===== config.mk =====
export PLATFORM = sky130hd
export DESIGN_NAME = mss_exec
export DESIGN_NICKNAME = d
export VERILOG_FILES = /design/src/rtl/mss_pkg.sv /design/src/rtl/mss_alu.sv /design/src/rtl/mss_exec.sv
export VERILOG_INCLUDE_DIRS = /design/src /design/src/rtl
export SDC_FILE = /design/constraint.sdc
export NUM_CORES = 2
export LEC_CHECK = 0
export BUFFER_PORTS_ARGS = -buffer_cell sky130_fd_sc_hd__buf_4
export CAP_MARGIN = 20
export CORE_MARGIN = 2
export CORE_UTILIZATION = 55
export DETAILED_ROUTE_END_ITERATION = 10
export PLACE_DENSITY_LB_ADDON = 0.12
export SYNTH_ARGS = -nofsm -noshare
export SYNTH_HDL_FRONTEND = slang
export SYNTH_HIERARCHICAL = 1
export SYNTH_SLANG_ARGS = --single-unit

===== constraint.sdc =====
create_clock -name pclk -period 13.5 [get_ports pclk]
set_input_delay 1.35 -clock pclk [delete_from_list [all_inputs] [get_ports pclk]]
set_output_delay 1.35 -clock pclk [all_outputs]
set_load 0.1 [all_outputs]

===== src/rtl/mss_defs.svh =====
`ifndef MSS_DEFS_SVH
`define MSS_DEFS_SVH
// How it works
// - Decrement to accumulator, skip on zero result
// - Decrement-to-accumulator leaves memory byte untouched
// - Byte fill writes FFH, flags untouched
// - Bit fill sets only the chosen bit
// - Skip discards prefetch: two cycles, else one
// - Increment memory in place, skip on zero
// - Increment to accumulator, memory kept, skip zero
// - Skip when chosen bit is one
// - Subtract memory into accumulator, four flags
// - Subtract memory, result into memory, flags
// - Subtract immediate into accumulator, four flags
// - Swap nibbles of memory byte in place
// - Swapped byte into accumulator, memory kept
// - Skip when whole byte is zero
// - Copy byte to accumulator, skip zero
// - Skip when chosen bit is zero
// - Table read: low to memory, high aside

// ==========================================
// Register byte offsets
`define MSS_OFF_INSTR 8'h00
`define MSS_OFF_STATUS 8'h04
`define MSS_OFF_ACC 8'h08
`define MSS_OFF_TPTR 8'h0c
`define MSS_OFF_THIGH 8'h10
`define MSS_OFF_PAGE 8'h14
`define MSS_OFF_WIN 8'h18
`define MSS_OFF_MDATA 8'h1c
`define MSS_OFF_FLAGS 8'h20

// ==========================================
// Field positions
`define MSS_OP_LSB 0
`define MSS_OP_MSB 3
`define MSS_BIT_LSB 4
`define MSS_BIT_MSB 6
`define MSS_MA_LSB 8
`define MSS_MA_MSB 15
`define MSS_IMM_LSB 16
`define MSS_IMM_MSB 23
`define MSS_FLG_C 0
`define MSS_FLG_AC 1
`define MSS_FLG_Z 2
`define MSS_FLG_OV 3
`define MSS_FLG_MSB 5
`define MSS_ST_SKIP 0
`define MSS_ST_ILL 1
`define MSS_ST_CYC_LSB 4
`define MSS_ST_CYC_MSB 5

// ==========================================
// Values
`define MSS_FILL_BYTE 8'hff
`define MSS_ACC_RST 8'h00
`define MSS_FLAGS_RST 6'h00
`define MSS_CYC_PLAIN 2'h1
`define MSS_CYC_SKIP 2'h2
`endif


===== src/rtl/mss_pkg.sv =====
package mss_pkg;
  // ==========================================
  // Instruction codes
  typedef enum logic [3:0] {
    mss_op_decrement_skip_to_working_reg = 4'h0,
    mss_op_fill_all_ones = 4'h1,
    mss_op_fill_bit = 4'h2,
    mss_op_increment_skip_on_wrap = 4'h3,
    mss_op_increment_skip_to_working_reg = 4'h4,
    mss_op_skip_if_bit_nonzero = 4'h5,
    mss_op_difference_into_working_reg = 4'h6,
    mss_op_difference_into_memory = 4'h7,
    mss_op_difference_immediate = 4'h8,
    mss_op_nibble_exchange = 4'h9,
    mss_op_nibble_exchange_to_working_reg = 4'ha,
    mss_op_skip_when_zero = 4'hb,
    mss_op_copy_skip_when_zero = 4'hc,
    mss_op_skip_if_bit_zero = 4'hd,
    mss_op_current_page_table_read = 4'he
  } mss_op_t;

  // ==========================================
  // Sequencer states
  typedef enum logic [2:0] {
    mss_st_idle = 3'h1,
    mss_st_exec = 3'h2,
    mss_st_dummy = 3'h4
  } mss_state_t;
endpackage


===== src/rtl/mss_alu.sv =====
`timescale 1ns/1ps
`include "mss_defs.svh"
module mss_alu (
  input mss_pkg::mss_op_t op,
  input logic [7:0] acc,
  input logic [7:0] mem,
  input logic [7:0] imm,
  input logic [2:0] bsel,
  input logic [7:0] tbl_lo,
  output logic [7:0] res,
  output logic wr_acc,
  output logic wr_mem,
  output logic skip,
  output logic upd_flags,
  output logic legal,
  output logic ov,
  output logic z,
  output logic ac,
  output logic c
);
  logic [7:0] sub_b;
  logic [8:0] diff9;
  logic [4:0] half5;

  // Bit select decode, shared by bit fill and both bit tests
  function automatic logic [7:0] bit_mask(input logic [2:0] b);
    bit_mask = 8'h01 << b;
  endfunction

  // ==========================================
  // Subtract as add of complement plus one
  assign sub_b = (op == mss_pkg::mss_op_difference_immediate) ? imm : mem;
  assign diff9 = {1'b0, acc} + {1'b0, ~sub_b} + 9'h001;
  assign half5 = {1'b0, acc[3:0]} + {1'b0, ~sub_b[3:0]} + 5'h01;
  // Carry set means no borrow
  assign c = diff9[8];
  assign ac = half5[4];
  assign z = (diff9[7:0] == 8'h00);
  assign ov = (acc[7] ^ sub_b[7]) & (acc[7] ^ diff9[7]);

  // ==========================================
  // Result, destination and skip per opcode
  always_comb
  begin
    res = 8'h00;
    wr_acc = 1'b0;
    wr_mem = 1'b0;
    skip = 1'b0;
    upd_flags = 1'b0;
    legal = 1'b1;
    case (op)
      mss_pkg::mss_op_decrement_skip_to_working_reg:
      begin
        res = mem - 8'h01;
        wr_acc = 1'b1;
        skip = (res == 8'h00);
      end
      mss_pkg::mss_op_fill_all_ones:
      begin
        res = `MSS_FILL_BYTE;
        wr_mem = 1'b1;
      end
      mss_pkg::mss_op_fill_bit:
      begin
        res = mem | bit_mask(bsel);
        wr_mem = 1'b1;
      end
      mss_pkg::mss_op_increment_skip_on_wrap:
      begin
        res = mem + 8'h01;
        wr_mem = 1'b1;
        skip = (res == 8'h00);
      end
      mss_pkg::mss_op_increment_skip_to_working_reg:
      begin
        res = mem + 8'h01;
        wr_acc = 1'b1;
        skip = (res == 8'h00);
      end
      mss_pkg::mss_op_skip_if_bit_nonzero:
        skip = |(mem & bit_mask(bsel));
      mss_pkg::mss_op_difference_into_working_reg:
      begin
        res = diff9[7:0];
        wr_acc = 1'b1;
        upd_flags = 1'b1;
      end
      mss_pkg::mss_op_difference_into_memory:
      begin
        res = diff9[7:0];
        wr_mem = 1'b1;
        upd_flags = 1'b1;
      end
      mss_pkg::mss_op_difference_immediate:
      begin
        res = diff9[7:0];
        wr_acc = 1'b1;
        upd_flags = 1'b1;
      end
      mss_pkg::mss_op_nibble_exchange:
      begin
        res = {mem[3:0], mem[7:4]};
        wr_mem = 1'b1;
      end
      mss_pkg::mss_op_nibble_exchange_to_working_reg:
      begin
        res = {mem[3:0], mem[7:4]};
        wr_acc = 1'b1;
      end
      mss_pkg::mss_op_skip_when_zero:
        skip = (mem == 8'h00);
      mss_pkg::mss_op_copy_skip_when_zero:
      begin
        res = mem;
        wr_acc = 1'b1;
        skip = (mem == 8'h00);
      end
      mss_pkg::mss_op_skip_if_bit_zero:
        skip = ~|(mem & bit_mask(bsel));
      mss_pkg::mss_op_current_page_table_read:
      begin
        res = tbl_lo;
        wr_mem = 1'b1;
      end
      default:
        legal = 1'b0;
    endcase
  end
endmodule


===== src/rtl/mss_exec.sv =====
// The register offsets and the APB register port were left to the implementer.
`timescale 1ns/1ps
`include "mss_defs.svh"
module mss_exec #(
  parameter int DM_DEPTH = 160,
  parameter int PM_AW = 12,
  parameter int PM_W = 15
) (
  input logic pclk,
  input logic presetn,
  input logic psel,
  input logic penable,
  input logic pwrite,
  input logic [7:0] paddr,
  input logic [31:0] pwdata,
  output logic [31:0] prdata,
  output logic pready,
  output logic pslverr,
  output logic [PM_AW-1:0] pm_addr,
  input logic [PM_W-1:0] pm_data,
  output logic discard
);
  localparam int PG_W = PM_AW - 8;
  localparam int TH_W = PM_W - 8;

  // ==========================================
  // Whole state of the block
  typedef struct packed {
    mss_pkg::mss_state_t st;
    mss_pkg::mss_op_t op;
    logic [2:0] bsel;
    logic [7:0] maddr;
    logic [7:0] imm;
    logic [7:0] acc;
    logic [`MSS_FLG_MSB:0] flags;
    logic [7:0] tptr;
    logic [TH_W-1:0] thigh;
    logic [PG_W-1:0] page;
    logic [7:0] win;
    logic skip;
    logic illegal;
    logic [1:0] cycles;
    logic [PM_AW-1:0] pm_addr;
    logic discard;
    logic pready;
    logic pslverr;
    logic [31:0] prdata;
    logic [DM_DEPTH-1:0][7:0] dm;
  } mss_regs_t;

  mss_regs_t s_r;
  mss_regs_t s_nxt;
  logic [7:0] mem_rd;
  logic in_rng;
  logic [7:0] alu_res;
  logic alu_wr_acc;
  logic alu_wr_mem;
  logic alu_skip;
  logic alu_upd;
  logic alu_legal;
  logic alu_ov;
  logic alu_z;
  logic alu_ac;
  logic alu_c;
  logic hs;

  // ==========================================
  // Helpers
  // Out-of-range addresses read zero and swallow writes
  function automatic logic addr_ok(input logic [7:0] a);
    addr_ok = ({24'h000000, a} < DM_DEPTH);
  endfunction

  function automatic logic [7:0] dm_read(
    input logic [DM_DEPTH-1:0][7:0] m,
    input logic [7:0] a
  );
    dm_read = 8'h00;
    if (addr_ok(a))
    begin
      dm_read = m[a];
    end
  endfunction

  function automatic logic mapped(input logic [7:0] a);
    case (a)
      `MSS_OFF_INSTR, `MSS_OFF_STATUS, `MSS_OFF_ACC,
      `MSS_OFF_TPTR, `MSS_OFF_THIGH, `MSS_OFF_PAGE,
      `MSS_OFF_WIN, `MSS_OFF_MDATA, `MSS_OFF_FLAGS:
        mapped = 1'b1;
      default:
        mapped = 1'b0;
    endcase
  endfunction

  function automatic logic [31:0] rd_word(input mss_regs_t r, input logic [7:0] a);
    rd_word = 32'h00000000;
    case (a)
      `MSS_OFF_INSTR:
      begin
        rd_word[`MSS_OP_MSB:`MSS_OP_LSB] = r.op;
        rd_word[`MSS_BIT_MSB:`MSS_BIT_LSB] = r.bsel;
        rd_word[`MSS_MA_MSB:`MSS_MA_LSB] = r.maddr;
        rd_word[`MSS_IMM_MSB:`MSS_IMM_LSB] = r.imm;
      end
      `MSS_OFF_STATUS:
      begin
        rd_word[`MSS_ST_SKIP] = r.skip;
        rd_word[`MSS_ST_ILL] = r.illegal;
        rd_word[`MSS_ST_CYC_MSB:`MSS_ST_CYC_LSB] = r.cycles;
      end
      `MSS_OFF_ACC: rd_word[7:0] = r.acc;
      `MSS_OFF_TPTR: rd_word[7:0] = r.tptr;
      `MSS_OFF_THIGH: rd_word[TH_W-1:0] = r.thigh;
      `MSS_OFF_PAGE: rd_word[PG_W-1:0] = r.page;
      `MSS_OFF_WIN: rd_word[7:0] = r.win;
      `MSS_OFF_MDATA: rd_word[7:0] = dm_read(r.dm, r.win);
      `MSS_OFF_FLAGS: rd_word[`MSS_FLG_MSB:0] = r.flags;
      default: rd_word = 32'h00000000;
    endcase
  endfunction

  assign mem_rd = dm_read(s_r.dm, s_r.maddr);
  assign in_rng = addr_ok(s_r.maddr);
  assign hs = psel & penable & s_r.pready;

  // ==========================================
  // Datapath
  mss_alu u_alu (
    .op(s_r.op),
    .acc(s_r.acc),
    .mem(mem_rd),
    .imm(s_r.imm),
    .bsel(s_r.bsel),
    .tbl_lo(pm_data[7:0]),
    .res(alu_res),
    .wr_acc(alu_wr_acc),
    .wr_mem(alu_wr_mem),
    .skip(alu_skip),
    .upd_flags(alu_upd),
    .legal(alu_legal),
    .ov(alu_ov),
    .z(alu_z),
    .ac(alu_ac),
    .c(alu_c)
  );

  // ==========================================
  // Next state: bus slave and sequencer
  // Bus only answers when idle, so software and execution never
  // write the same storage in one cycle.
  always_comb
  begin
    s_nxt = s_r;
    s_nxt.pready = 1'b0;
    s_nxt.pslverr = 1'b0;
    // Answer one cycle after setup, stalled while an op runs
    if (psel && !s_r.pready && (s_r.st == mss_pkg::mss_st_idle))
    begin
      s_nxt.pready = 1'b1;
      s_nxt.pslverr = ~mapped(paddr);
      s_nxt.prdata = pwrite ? 32'h00000000 : rd_word(s_r, paddr);
    end
    if (hs && pwrite && mapped(paddr))
    begin
      case (paddr)
        `MSS_OFF_INSTR:
        begin
          s_nxt.op = mss_pkg::mss_op_t'(pwdata[`MSS_OP_MSB:`MSS_OP_LSB]);
          s_nxt.bsel = pwdata[`MSS_BIT_MSB:`MSS_BIT_LSB];
          s_nxt.maddr = pwdata[`MSS_MA_MSB:`MSS_MA_LSB];
          s_nxt.imm = pwdata[`MSS_IMM_MSB:`MSS_IMM_LSB];
          // Table word is addressed ahead so it is valid in the exec cycle
          s_nxt.pm_addr = {s_r.page, s_r.tptr};
          s_nxt.st = mss_pkg::mss_st_exec;
        end
        `MSS_OFF_ACC: s_nxt.acc = pwdata[7:0];
        `MSS_OFF_TPTR: s_nxt.tptr = pwdata[7:0];
        `MSS_OFF_PAGE: s_nxt.page = pwdata[PG_W-1:0];
        `MSS_OFF_WIN: s_nxt.win = pwdata[7:0];
        `MSS_OFF_FLAGS: s_nxt.flags = pwdata[`MSS_FLG_MSB:0];
        `MSS_OFF_MDATA:
        begin
          if (addr_ok(s_r.win))
          begin
            s_nxt.dm[s_r.win] = pwdata[7:0];
          end
        end
        default: s_nxt.prdata = s_r.prdata;
      endcase
    end
    // Sequencer
    case (s_r.st)
      mss_pkg::mss_st_idle:
        s_nxt.discard = 1'b0;
      mss_pkg::mss_st_exec:
      begin
        s_nxt.illegal = ~alu_legal;
        s_nxt.skip = alu_skip;
        if (alu_wr_acc)
        begin
          s_nxt.acc = alu_res;
        end
        if (alu_wr_mem && in_rng)
        begin
          s_nxt.dm[s_r.maddr] = alu_res;
        end
        if (alu_upd)
        begin
          s_nxt.flags[`MSS_FLG_OV] = alu_ov;
          s_nxt.flags[`MSS_FLG_Z] = alu_z;
          s_nxt.flags[`MSS_FLG_AC] = alu_ac;
          s_nxt.flags[`MSS_FLG_C] = alu_c;
        end
        if (s_r.op == mss_pkg::mss_op_current_page_table_read)
        begin
          s_nxt.thigh = pm_data[PM_W-1:8];
        end
        // Prefetched word is dropped with one dummy cycle
        if (alu_skip)
        begin
          s_nxt.cycles = `MSS_CYC_SKIP;
          s_nxt.discard = 1'b1;
          s_nxt.st = mss_pkg::mss_st_dummy;
        end
        else
        begin
          s_nxt.cycles = `MSS_CYC_PLAIN;
          s_nxt.st = mss_pkg::mss_st_idle;
        end
      end
      mss_pkg::mss_st_dummy:
      begin
        s_nxt.discard = 1'b0;
        s_nxt.st = mss_pkg::mss_st_idle;
      end
      default:
      begin
        s_nxt.discard = 1'b0;
        s_nxt.st = mss_pkg::mss_st_idle;
      end
    endcase
  end

  // ==========================================
  // State register
  always_ff @(posedge pclk or negedge presetn)
  begin
    if (!presetn)
    begin
      s_r <= '0;
      s_r.st <= mss_pkg::mss_st_idle;
      s_r.acc <= `MSS_ACC_RST;
      s_r.flags <= `MSS_FLAGS_RST;
    end
    else
    begin
      s_r <= s_nxt;
    end
  end

  assign prdata = s_r.prdata;
  assign pready = s_r.pready;
  assign pslverr = s_r.pslverr;
  assign pm_addr = s_r.pm_addr;
  assign discard = s_r.discard;

  // ==========================================
  // Checks
  property p_dec_acc;
    @(posedge pclk) disable iff (!presetn)
      (s_r.st == mss_pkg::mss_st_exec &&
       s_r.op == mss_pkg::mss_op_decrement_skip_to_working_reg)
      |=> (s_r.acc == 8'($past(mem_rd) - 8'h01)) &&
          (s_r.skip == ($past(mem_rd) == 8'h01));
  endproperty
  a_dec_acc: assert property (p_dec_acc) else $error("decrement result wrong");

  property p_dec_keep;
    @(posedge pclk) disable iff (!presetn)
      (s_r.st == mss_pkg::mss_st_exec &&
       s_r.op == mss_pkg::mss_op_decrement_skip_to_working_reg)
      |=> (s_r.dm == $past(s_r.dm));
  endproperty
  a_dec_keep: assert property (p_dec_keep) else $error("memory changed");

  property p_fill;
    @(posedge pclk) disable iff (!presetn)
      (s_r.st == mss_pkg::mss_st_exec && in_rng &&
       s_r.op == mss_pkg::mss_op_fill_all_ones)
      |=> (mem_rd == `MSS_FILL_BYTE) && $stable(s_r.flags);
  endproperty
  a_fill: assert property (p_fill) else $error("byte fill wrong");

  property p_fill_bit;
    @(posedge pclk) disable iff (!presetn)
      (s_r.st == mss_pkg::mss_st_exec && in_rng &&
       s_r.op == mss_pkg::mss_op_fill_bit)
      |=> (mem_rd[s_r.bsel] == 1'b1) &&
          ((mem_rd ^ $past(mem_rd)) == (8'h01 << s_r.bsel) ||
           mem_rd == $past(mem_rd));
  endproperty
  a_fill_bit: assert property (p_fill_bit) else $error("bit fill wrong");

  property p_skip_len;
    @(posedge pclk) disable iff (!presetn)
      (s_r.st == mss_pkg::mss_st_exec && alu_skip)
      |=> (s_r.discard && s_r.st == mss_pkg::mss_st_dummy)
          ##1 (!s_r.discard && s_r.st == mss_pkg::mss_st_idle);
  endproperty
  a_skip_len: assert property (p_skip_len) else $error("skip not two cycles");

  property p_plain_len;
    @(posedge pclk) disable iff (!presetn)
      (s_r.st == mss_pkg::mss_st_exec && !alu_skip)
      |=> (s_r.st == mss_pkg::mss_st_idle) && !s_r.discard;
  endproperty
  a_plain_len: assert property (p_plain_len) else $error("plain op not one cycle");

  property p_inc_mem;
    @(posedge pclk) disable iff (!presetn)
      (s_r.st == mss_pkg::mss_st_exec && in_rng &&
       s_r.op == mss_pkg::mss_op_increment_skip_on_wrap)
      |=> (mem_rd == 8'($past(mem_rd) + 8'h01)) &&
          (s_r.skip == ($past(mem_rd) == `MSS_FILL_BYTE));
  endproperty
  a_inc_mem: assert property (p_inc_mem) else $error("increment in place wrong");

  property p_bit_one_test;
    @(posedge pclk) disable iff (!presetn)
      (s_r.st == mss_pkg::mss_st_exec &&
       s_r.op == mss_pkg::mss_op_skip_if_bit_nonzero)
      |-> (alu_skip == mem_rd[s_r.bsel]);
  endproperty
  a_bit_one_test: assert property (p_bit_one_test) else $error("bit set test wrong");

  property p_sub_carry;
    @(posedge pclk) disable iff (!presetn)
      (s_r.st == mss_pkg::mss_st_exec &&
       s_r.op == mss_pkg::mss_op_difference_into_working_reg)
      |=> (s_r.flags[`MSS_FLG_C] == ($past(s_r.acc) >= $past(mem_rd))) &&
          (s_r.flags[`MSS_FLG_Z] == ($past(s_r.acc) == $past(mem_rd)));
  endproperty
  a_sub_carry: assert property (p_sub_carry) else $error("subtract flags wrong");

  property p_swap;
    @(posedge pclk) disable iff (!presetn)
      (s_r.st == mss_pkg::mss_st_exec && in_rng &&
       s_r.op == mss_pkg::mss_op_nibble_exchange)
      |=> (mem_rd == {$past(mem_rd[3:0]), $past(mem_rd[7:4])});
  endproperty
  a_swap: assert property (p_swap) else $error("nibble swap wrong");

  property p_zero_test;
    @(posedge pclk) disable iff (!presetn)
      (s_r.st == mss_pkg::mss_st_exec &&
       s_r.op == mss_pkg::mss_op_skip_when_zero)
      |-> (alu_skip == (mem_rd == 8'h00)) ##1 $stable(s_r.acc);
  endproperty
  a_zero_test: assert property (p_zero_test) else $error("zero test wrong");

  property p_table;
    @(posedge pclk) disable iff (!presetn)
      (s_r.st == mss_pkg::mss_st_exec &&
       s_r.op == mss_pkg::mss_op_current_page_table_read)
      |=> (s_r.thigh == $past(pm_data[PM_W-1:8]));
  endproperty
  a_table: assert property (p_table) else $error("table high byte wrong");

  property p_flags_kept;
    @(posedge pclk) disable iff (!presetn)
      (s_r.st == mss_pkg::mss_st_exec && !alu_upd)
      |=> $stable(s_r.flags);
  endproperty
  a_flags_kept: assert property (p_flags_kept) else $error("flags changed");
endmodule


==> flow_summary_export.csv <==
group,metric,value,unit
synthesis,synthCells,8205,
finish,fin_area,95200,um2
finish,post-route-util,60.18,%
timing,slew_headroom,8.690,%
setup_path,critPathSlowestCell,"buf_4",
global_route,grt_pass1_vias,66976,
global_route,grt_pass1_wl,512300,um
cts,cts_buffer_depth,3,
detailed_routing,finalWirelength,360700,um
pwr,p_per_area,95.04,nW/um2
synthesis,synth_most_common_cell,"mux2i_1",
finish,area_delta_synth_final,8.719,%
synthesis,ys.flop_type,"dfrtp_1",
synthesis,syn_avg_cell_area,10.67,um2
timing,setup_tns,0,ps
setup_path,critPathTopFamily,"buffers and inverters",
cts,cts-root-buf,"clkbuf_16",
synthesis,ys_seq_area_share,39.69,%
pwr,power_switching,0.002159,W
detailed_routing,drt_iter0_drc,10987,
timing,slew_viol_final,0,
timing,hold_viol,0,
job,maxCapViolations,0,
global_route,grt_usage,44.11,%
pwr,pwr-share-clk,51.1,%
pwr,seq_power_share,46.0,%
cts,cts_buffers,160,
global_route,antenna_found_initial,50,
global_route,top_usage_layer,"met2",
finish,fillers,13141,
timing,min_period,8760,ps
cts,insertion_delay,860,ps
setup_path,crit_top_cell,"buf_4",
cts,cts_sinks,1389,
global_route,met1_usage,57.93,%
setup_path,critPathBufInv,8,
placement,dpl.hpwl,236800,um
synthesis,synth_warnings,6,
cts,cts_hold_buf,0,
floorplanning,rows,146,
setup_path,end_kind,"flop",
pwr,pwr-share-comb,2.8,%
timing,finalCritPeriodShare,64.89,%
floorplanning,die_h,403.0,um
global_route,grt_use_met3,16.38,%
synthesis,synthTopCellsByCount,"mux2i_1, dfrtp_1, nor2_1",
detailed_routing,wl_per_cell,35.76,um
finish,nets,7928,
placement,portBuffers,90,
setup_path,path_cells,"buf_12 > buf_4 > mux4_2 > mux4_2 > a22oi_1 > o211ai_1 > a21oi_1 > o21ai_1 > buf_4 > inv_1 > o21ai_0 > ha_1 > inv_1 > fa_1 > a32o_1 > a21oi_1 > o21ai_4 > buf_4 > buf_4 > buf_4 > nor2_1 > a21oi_1",
setup_path,max_stage_delay,880,ps
setup_path,worstPathMaxFanout,64,
pwr,p_leak,33.34,nW
cts,post_cts_buffers,0,
synthesis,synth_seq_cells,1389,
floorplanning,coreArea,158200,um2
finish,final_layout_size_suffix_gt1_share,18.85,%
floorplanning,die_area,162400,um2
run_status,status,"completed",
pwr,peakVddDrop,0.1498,mV
synthesis,yosys.cell_types.count,90,
detailed_routing,drc_errors,0,
synthesis,syn_area,87570,um2
timing,rsz0062_at_grt,"false",
synthesis,yosys-top-cells-area,"dfrtp_1, mux4_2, mux2i_1",
floorplanning,ioPinCount,107,
hold_path,holdCritPathClass,"in2async",
timing,setup_viol,0,
detailed_routing,drt-pass1-iter-count,8,
cts,cts_resized,0,
placement,dpl_cell_area,89540,um2
timing,tightest_slew,1335,ps
cts,cts_tree,"yes",
synthesis,yosysTopAreaCellShare,39.66,%
pwr,p_sw_share,23.86,%
floorplanning,die_w,403.0,um
synthesis,synth-edff-count,0,
setup_path,cp.arrival,9530,ps
placement,gp_congestion,1.066,
cts,htree_levels,4,
timing,fin_skew,44.94,ps
global_route,grt_max_degree,157,
global_route,grt_overflow,0,
timing,fmax,114.2,MHz
detailed_routing,num_vias,72390,
setup_path,critical_path_class,"reg2reg",
floorplanning,start_util,55.35,%
setup_path,critPathLaunchType,"flop",
setup_path,critPathRequiredTime,14270,ps
synthesis,synth_area_leader_cell,"dfrtp_1",
detailed_routing,ant_nets,0,
synthesis,async_flop_share,100.0,%
cts,clk_pin_slew,70,ps
pwr,p_int,0.006889,W
global_route,grtUsageMet2,61.84,%
detailed_routing,vias_per_cell,7.176,
[per-stage QoR]
stage	cells	hold WS [ps]	power, W	setup slack, ps
floorplan	8212	450.5	0.004336	7840
global placement	9752	486.1	0.004494	5114
detailed placement	9754	494.0	0.004495	5067
CTS	10045	477.5	0.009057	5043
global route	10055	500.8	0.009237	4667
finish	10088	462.5	0.009048	4740
[power groups by stage]
stage,sequential [W],combinational (W),clock (W)
final,0.00416,0.000258,0.00463
after global routing,0.00416,0.000273,0.00480
after CTS,0.00416,0.000255,0.00464
after detailed placement,0.00424,0.000254,0
after global placement,0.00424,0.000253,0
after floorplan,0.00424,0.0000912,0
[area by class of cell]
cell class / count / area (um2) / share of cell area (%)
Multi-Input combinational cell: 5990 / 49710 / 52.22
Sequential cell: 1389 / 34790 / 36.54
Clock buffer: 230 / 4652 / 4.886
Tap cell: 2072 / 2592 / 2.723
Timing Repair Buffer: 293 / 2501 / 2.627
Clock inverter: 61 / 797.0 / 0.8372
Antenna cell: 33 / 82.58 / 0.08674
Inverter: 20 / 77.57 / 0.08148
[flip-flops by register name, summed over array words and instances (netlist names)]
signal / count
discard: 1
pm_addr: 12
prdata: 24
pready: 1
pslverr: 1
s_r: 1350
[final timing paths]
kind,startpoint,end,slack [ps],cells after the start
setup / recovery,s_r[1380],s_r[441],4740,22
hold / removal,presetn,s_r[1178],460,1
setup reg to reg,s_r[1380],s_r[441],4740,22
hold reg to reg,pm_addr[9],pm_addr[9],510,1
max in group asynchronous,presetn,s_r[872],9890,4
min in group pclk,pm_addr[9],pm_addr[9],510,1
[metal layers]
layer	up-vias	routed length, um
met3	1160	48230
met5	-	202
met1	36341	132300
met2	5271	153500
met4	32	26480
li1	29586	-
[cells by family after synthesis]
group           Yosys count  share of synthesized area [%]
compound gates         1691                          10.83
other cells               1                       0.004282
fa+ha+maj                14                         0.2086
flops                  1389                          39.69
xor+xnor                 12                         0.1200
simple gates           2069                          10.09
mux                    2196                          35.06
buf+inv                 833                          3.986
[layout by cell type, fill, tap and decap left out, drive strengths merged, types with 33 or more instances in the layout]
| master | instances |
|---|---|
| nor2b | 33 |
| dfrtp | 1388 |
| clkbuf | 231 |
| buf | 292 |
| mux2 | 73 |
| nor3 | 51 |
| mux2i | 1433 |
| nand3 | 70 |
| o21ai | 239 |
| a32oi | 43 |
| nor2 | 1248 |
| a22oi | 107 |
| nand2 | 522 |
| diode | 33 |
| a21oi | 1115 |
| mux4 | 690 |
Power figures use the tool's default switching activity.
